### src/queue_regs_pkg.sv
// Purpose: Constants and types for the legacy memory-mapped queue register block.
// Assumes: 32-bit word bus, byte offsets as printed, four queues.
// Notes: All offsets are byte addresses of aligned words.
// What this block does
// - A write to the page frame register stores the page index where the selected queue begins.
// - A read of the page frame register returns the selected queue's page, non-zero meaning active.
// - Page frame reads and writes act on the queue last chosen by the select register.
// - The status register reads back its flags and a non-zero write sets them.
// - A zero write to the status register resets the device and clears every queue's page frame.
// - Both sides place the used ring at the boundary held in the alignment register.
// - An unavailable queue reports a maximum size of zero and software then leaves it unused.
// - A write to the select register picks the queue for the size, alignment and frame registers.
// - The maximum size register returns the selected queue's limit, or zero if unavailable.
// - The device forms the queue's first guest address from page size and stored page frame.
// - A write to the alignment register stores the selected queue's used ring boundary.
package queue_regs_pkg;
	localparam int          NUM_QUEUES     = 4;
	localparam int          QIDX_W         = 2;
	localparam logic [11:0] OFF_PAGE_BYTES = 12'h028;
	localparam logic [11:0] OFF_QSEL       = 12'h030;
	localparam logic [11:0] OFF_QMAX       = 12'h034;
	localparam logic [11:0] OFF_QNUM       = 12'h038;
	localparam logic [11:0] OFF_QALIGN     = 12'h03c;
	localparam logic [11:0] OFF_QPFN       = 12'h040;
	localparam logic [11:0] OFF_KICK       = 12'h050;
	localparam logic [11:0] OFF_IRQ_FLAGS  = 12'h060;
	localparam logic [11:0] OFF_IRQ_CLEAR  = 12'h064;
	localparam logic [11:0] OFF_STATUS     = 12'h070;
	localparam logic [11:0] OFF_CONFIG     = 12'h100;
	localparam int          CONFIG_WORDS   = 4;
	localparam logic [31:0] RST_ZERO       = 32'h0000_0000;
	localparam logic [31:0] RST_PAGE_BYTES = 32'h0000_1000;
	localparam logic [1:0]  IRQ_USED_BIT   = 2'h1;
	localparam logic [1:0]  IRQ_CFG_BIT    = 2'h2;

	typedef struct packed {
		logic [31:0] pageFrame;
		logic [31:0] sizeInUse;
		logic [31:0] alignment;
	} queue_entry_t;
endpackage : queue_regs_pkg

### src/queue_store_if.sv
`timescale 1ns/1ps
// Purpose: Carries per-queue access between the register front end and the queue store.
// Assumes: One access per cycle, index already selected.
// Notes: Read data is combinational from the store's flip-flops.
interface queue_store_if;
	import queue_regs_pkg::*;
	logic [QIDX_W-1:0] index;
	logic              wrFrame;
	logic              wrSize;
	logic              wrAlign;
	logic              clearAll;
	logic [31:0]       wdata;
	queue_entry_t      entry;
	modport front (output index, wrFrame, wrSize, wrAlign, clearAll, wdata, input entry);
	modport store (input index, wrFrame, wrSize, wrAlign, clearAll, wdata, output entry);
endinterface : queue_store_if

### src/legacy_mmio_queue_regs.sv
`timescale 1ns/1ps
// Purpose: Legacy memory-mapped register front end for a virtual I/O device.
// Assumes: Simple synchronous word bus, one-cycle registered read data.
// Notes: Unmapped reads return zero; unmapped writes are dropped.
module legacy_mmio_queue_regs (
	input  wire logic                          mclk,
	input  wire logic                          reset,
	input  wire logic                          busSel,
	input  wire logic                          busWrite,
	input  wire logic [11:0]                   busAddr,
	input  wire logic [31:0]                   busWdata,
	output logic      [31:0]                   busRdata,
	output logic                               busRvalid,
	input  wire logic [queue_regs_pkg::NUM_QUEUES*16-1:0] queueSizeLimits,
	input  wire logic                          usedEvent,
	input  wire logic                          configEvent,
	output logic                               irqOut,
	output logic                               kickValid,
	output logic      [31:0]                   kickQueue,
	output logic      [63:0]                   queueBaseAddr,
	output logic      [31:0]                   queueAlignOut,
	output logic                               deviceReset
);
	import queue_regs_pkg::*;

	typedef struct packed {
		logic [QIDX_W-1:0]              sel;
		logic [31:0]                    pageBytes;
		logic [31:0]                    status;
		logic [1:0]                     irqFlags;
		logic [CONFIG_WORDS-1:0][31:0]  cfg;
		logic [31:0]                    rdata;
		logic                           rvalid;
		logic                           kick;
		logic [31:0]                    kickIdx;
		logic                           devRst;
	} front_state_t;

	front_state_t fs_r;
	front_state_t fs_nxt;

	queue_store_if qs ();

	// Word-aligned hit test on a byte offset
	function automatic logic hit(input logic [11:0] a, input logic [11:0] off);
		hit = (a[11:2] == off[11:2]);
	endfunction : hit

	// Size limit lookup for one queue; zero marks it unavailable
	function automatic logic [31:0] limitOf(input logic [QIDX_W-1:0] i,
		input logic [NUM_QUEUES*16-1:0] v);
		limitOf = {16'h0000, v[i*16 +: 16]};
	endfunction : limitOf

	wire logic wr      = busSel && busWrite;
	wire logic rd      = busSel && !busWrite;
	wire logic zeroSt  = wr && hit(busAddr, OFF_STATUS) && (busWdata == RST_ZERO);
	wire logic cfgHit  = (busAddr >= OFF_CONFIG) && (busAddr < OFF_CONFIG + 12'(CONFIG_WORDS*4));
	wire logic [1:0] cfgIdx = busAddr[3:2];

	// Strobes toward the store: writes hit the selected queue only, clearAll clears every queue's frame
	assign qs.index    = fs_r.sel;
	assign qs.wdata    = busWdata;
	assign qs.wrFrame  = wr && hit(busAddr, OFF_QPFN);
	assign qs.wrSize   = wr && hit(busAddr, OFF_QNUM);
	assign qs.wrAlign  = wr && hit(busAddr, OFF_QALIGN);
	assign qs.clearAll = zeroSt;

	queue_store u_store (
		.mclk  (mclk),
		.reset (reset),
		.qs    (qs)
	);

	// Bus decode, status, interrupt flags and configuration words
	always_comb begin
		fs_nxt        = fs_r;
		fs_nxt.rvalid = rd;
		fs_nxt.kick   = 1'b0;
		fs_nxt.devRst = zeroSt;
		fs_nxt.rdata  = RST_ZERO;
		if (wr) begin
			if (hit(busAddr, OFF_QSEL))
				fs_nxt.sel = busWdata[QIDX_W-1:0];
			else if (hit(busAddr, OFF_PAGE_BYTES))
				fs_nxt.pageBytes = busWdata;
			else if (hit(busAddr, OFF_STATUS))
				fs_nxt.status = busWdata;
			else if (hit(busAddr, OFF_KICK)) begin
				fs_nxt.kick    = 1'b1;
				fs_nxt.kickIdx = busWdata;
			end else if (hit(busAddr, OFF_IRQ_CLEAR))
				fs_nxt.irqFlags = fs_r.irqFlags & ~busWdata[1:0];
			else if (cfgHit)
				fs_nxt.cfg[cfgIdx] = busWdata;
		end
		// Late events win over a same-cycle acknowledge
		if (usedEvent)
			fs_nxt.irqFlags = fs_nxt.irqFlags | IRQ_USED_BIT;
		if (configEvent)
			fs_nxt.irqFlags = fs_nxt.irqFlags | IRQ_CFG_BIT;
		if (zeroSt) begin
			fs_nxt.sel      = '0;
			fs_nxt.irqFlags = '0;
		end
		if (rd) begin
			if (hit(busAddr, OFF_QPFN))
				fs_nxt.rdata = qs.entry.pageFrame;
			else if (hit(busAddr, OFF_QMAX))
				fs_nxt.rdata = limitOf(fs_r.sel, queueSizeLimits);
			else if (hit(busAddr, OFF_STATUS))
				fs_nxt.rdata = fs_r.status;
			else if (hit(busAddr, OFF_IRQ_FLAGS))
				fs_nxt.rdata = {30'h0, fs_r.irqFlags};
			else if (cfgHit)
				fs_nxt.rdata = fs_r.cfg[cfgIdx];
		end
	end

	// State register; page size reset is a plain default
	always_ff @(posedge mclk or posedge reset) begin
		if (reset) begin
			fs_r           <= '0;
			fs_r.pageBytes <= RST_PAGE_BYTES;
		end else
			fs_r <= fs_nxt;
	end

	// Base address uses a multiply so non-power-of-two sizes still give a value
	assign queueBaseAddr = 64'(qs.entry.pageFrame) * 64'(fs_r.pageBytes);
	assign queueAlignOut = qs.entry.alignment;
	assign busRdata      = fs_r.rdata;
	assign busRvalid     = fs_r.rvalid;
	assign irqOut        = |fs_r.irqFlags;
	assign kickValid     = fs_r.kick;
	assign kickQueue     = fs_r.kickIdx;
	assign deviceReset   = fs_r.devRst;
endmodule : legacy_mmio_queue_regs

### src/queue_store.sv
`timescale 1ns/1ps
// Purpose: Per-queue frame, size and alignment storage.
// Assumes: Driven by the register front end only.
// Notes: Device reset by status write wins over any same-cycle frame write.
module queue_store (
	input  wire logic     mclk,
	input  wire logic     reset,
	queue_store_if.store  qs
);
	import queue_regs_pkg::*;

	typedef struct packed {
		queue_entry_t [NUM_QUEUES-1:0] q;
	} store_state_t;

	store_state_t st_r;
	store_state_t st_nxt;

	// Next-state for the selected queue entry, or every queue's frame on clearAll
	always_comb begin
		st_nxt = st_r;
		if (qs.clearAll) begin
			for (int i = 0; i < NUM_QUEUES; i++) begin
				st_nxt.q[i].pageFrame = RST_ZERO;
			end
		end else begin
			if (qs.wrFrame)
				st_nxt.q[qs.index].pageFrame = qs.wdata;
			if (qs.wrSize)
				st_nxt.q[qs.index].sizeInUse = qs.wdata;
			if (qs.wrAlign)
				st_nxt.q[qs.index].alignment = qs.wdata;
		end
	end

	// State register
	always_ff @(posedge mclk or posedge reset) begin
		if (reset)
			st_r <= '0;
		else
			st_r <= st_nxt;
	end

	assign qs.entry = st_r.q[qs.index];
endmodule : queue_store

### config.mk
export PLATFORM = sky130hd
export DESIGN_NAME = legacy_mmio_queue_regs
export DESIGN_NICKNAME = d
export VERILOG_FILES = /design/src/queue_regs_pkg.sv /design/src/queue_store_if.sv /design/src/legacy_mmio_queue_regs.sv /design/src/queue_store.sv
export SDC_FILE = /design/constraint.sdc
export NUM_CORES = 2
export LEC_CHECK = 0
export ABC_AREA = 1
export BUFFER_PORTS_ARGS = -buffer_cell sky130_fd_sc_hd__buf_2
export CORE_MARGIN = 5
export CORE_UTILIZATION = 55
export CTS_CLUSTER_SIZE = 24
export DETAILED_ROUTE_END_ITERATION = 8
export GPL_ROUTABILITY_DRIVEN = 0
export GPL_TIMING_DRIVEN = 0
export PLACE_DENSITY = 0.73
export SLEW_MARGIN = 20
export SYNTH_ARGS = -nofsm -noshare
export SYNTH_HDL_FRONTEND = slang
export SYNTH_SLANG_ARGS = --single-unit
### constraint.sdc
create_clock -name mclk -period 17.7 [get_ports mclk]
set_input_delay 0.885 -clock mclk [delete_from_list [all_inputs] [get_ports mclk]]
set_output_delay 0.885 -clock mclk [all_outputs]
set_load 0.005 [all_outputs]
==> out/results.ini <==
[run_status]
outcome=complete, but fails checks
violations=design-rule violations

[place]
io_buffer_count=275
dpl.hpwl_mm=168
placed_area_sq_mm=0.0597
dp_slack_ns=7.69

[detailed_routing]
avgViaCountPerCell=5.98
drtAntennaViolNets=0
drcViolationCount=4
drt_first_pass_iters=9
wl_mm=214
drt_iter0_drc=7472
via_count=52000
wl_per_cell_um=24.6

[worst_setup_path]
r2r-end=busRdata[23]$_DFF_PP0_
r2r_start=qs.index[0]$_DFFE_PP0P_
critPathKind=register to output pin
endpoint_kind=output pin
critical_path_arrival_ns=10.24
slowest_delay_ns=0.81
cp-start-kind=register
worstPathMaxFanout=10
worstPathRequired_ns=16.82
r2r_slack_ns=15.03
cpMostUsedCell=nand2_1
r2r_cells=9
cp_slowest_cell=clkbuf_1

[yosys]
ys_dominant_reg_cell=dfrtp_1
synth.top_cell.area_share_pct=31.8
synth_enable_flop_cells=0
async_reset_ff_share_pct=100
seq_area_frac_synth_pct=23.0
ys_ff_latch=519
yosysWarnings=0
synth_commonest_cells=1664 x nand2_1, 1357 x inv_1, 896 x fa_1
syn_area_sq_mm=0.0565
yosysMostFrequentCell=nand2_1
syn_avg_cell_area_sq_um=8.13
synth_fp_nets=8217
ys_top_cells_by_area=fa_1 32%, dfrtp_1 23%, nand2_1 11%
netlist_instances=6944
synth_cell_types=40
yosysTopAreaCell=fa_1

[timing]
skew_ns=0.0517
hold_viol=0
setup_viol=0
rsz0062_at_grt=false
slew_violations=0
fmax_mhz=89.9
slew_headroom_pct=19.0
timing.final.ws_setup_ns=6.57
period_share_pct=62.9
period_minus_slack_ns=11.13
worst_slew_pin_slew_ns=1.21
hold_slack_ns=0.137

[power]
comb_power_share_pct=14.8
switching_share_pct=28.7
p_leak_uw=0.0328
p_switching_uw=771
powerDensity_mw_per_mm2=43.8
seqPwrFrac_pct=44.5
p_clk_share_pct=40.6
finalPower_uw=2690
ir_drop_mv=0.0770
p_int_uw=1910

[run]
max-cap-violations=0

[clock_network]
root_buffer=clkbuf_16
worstSkewPairLatency_ns=0.64
post_cts_buffers=0
cts_tree=built
cts_max_level=2
clkTransAtPathRegs_ns=0.06
cts_buffers=50
hold_buffers=0
cts.sinks=519
cts_resized=0
cts_buffer_depth=3

[min_path]
hold_class=input port to async pin

[cells_and_area]
fin_util_pct=60.2
drive_gt1_share_pct=8.15
fillers=9169
layout.nets=8550
design_area_sq_mm=0.0614
area.growth.synth_to_final_pct=8.71

[grt]
grt_pass1_vias=51900
antenna_found_initial=13
grt_overflow=0
grt_pass1_wl_mm=317
grt_max_degree=107
grt_usage_pct=39.4

[floorplanning]
start_util_pct=55.4
fp.dieH_um=330
rows=117
die_x_um=330
core_area_sq_mm=0.102
ios=278
die-area_sq_mm=0.109

cells by family (layout without fill, tap and decap cells):
kind of cell,count (synthesis),after routing,synth area share (%)
simple gates,2636,2636,18.4
buf+inv,1821,2189,12.8
fa+ha+maj,1159,1159,37.6
compound gates,776,776,7.68
flops,519,519,23.0
xor+xnor,33,33,0.512
other cells,0,12,0
layout by cell type, fill, tap and decap left out, types with 6 or more instances in the layout:
master     instances
nand3_1          152
dfrtp_1          518
xor2_1            30
inv_1           1356
ha_1             263
diode_2           12
clkinv_1          13
buf_1              9
nor3_1            17
o21ai_0          388
nand4_1           51
buf_2            382
o21ai_2           11
buf_4             67
nand3b_1          11
a22oi_1           68
inv_2             33
o211ai_1          16
a21oi_1          101
o21ai_1           49
nand2_2           10
clkinv_2           8
nor4_1             8
o22ai_1          134
clkbuf_8          10
nand2_1         1664
fa_1             896
nor2_1           705
buf_16             6
clkbuf_16         51
clkbuf_1         247
worst max path at each step:
stage          cells after the start                     from  slack, ns                     to
6_report                          31  qs.index[0]$_DFFE_PP0P_       6.57      queueBaseAddr[61]
3_3_place_gp                       2                    reset      -3.06  fs_r[229]$_DFFE_PP0P_
2_1_floorplan                      1                    reset       2.32  busRdata[0]$_DFF_PP0_
4_1_cts                           31  qs.index[0]$_DFFE_PP0P_       7.06      queueBaseAddr[61]
3_5_place_dp                      31  qs.index[0]$_DFFE_PP0P_       7.69      queueBaseAddr[63]
5_1_grt                           31  qs.index[0]$_DFFE_PP0P_       6.39      queueBaseAddr[61]
layer usage:
layer / GRT usage (%) / up-vias / share of wire [%]
met5: 1.20 / - / 0.11
met4: 23.8 / 10 / 8.1
met3: 17.8 / 1095 / 17
met2: 56.0 / 4280 / 41
met1: 49.5 / 25100 / 34
li1: - / 21400 / -
power by group through the flow:
stage | combinational, uW | sequential (uW) | clock [uW]
after CTS | 384 | 1200 | 1080
after detailed placement | 382 | 1220 | 0
after global placement | 372 | 1220 | 0
final | 398 | 1200 | 1090
after floorplan | 214 | 1220 | 0
after global routing | 427 | 1200 | 1130
stage by stage:
stage / cells / TNS, ns
after global routing: 8680 / 0
final: 8692 / 0
after floorplan: 6944 / 0
after global placement: 8587 / -1550.10
after detailed placement: 8593 / 0
after CTS: 8680 / 0
worst max-delay path, delay by kind of cell, from the launching register on:
kind	cells	cell delay [ns]
buffers and inverters	8	1.67
flip-flops	1	0.45
adder cells (fa/ha/maj)	9	4.42
AND/OR/NAND/NOR	12	2.27
AO/OA/AOI/OAI	2	0.80
state kept, by name, indices dropped and copies added (netlist names):
register,flops
fs_r,194
qs.index,2
busRvalid,1
kickValid,1
deviceReset,1
u_store.st_r,256
kickQueue,32
busRdata,32
cell type report:
cell class	count	area, sq um	area share (%)
well taps	1368	1710	2.79
clock buffers	73	1460	2.38
inverters	1403	5270	8.59
plain buffers	418	1950	3.18
flip-flops and latches	519	13000	21.2
repair buffers	281	1540	2.51
clock inverters	14	170	0.277
multi-input cells	4604	36200	59.1
diodes	12	30.0	0.0489
No activity file was read; power rests on OpenSTA's default activity.
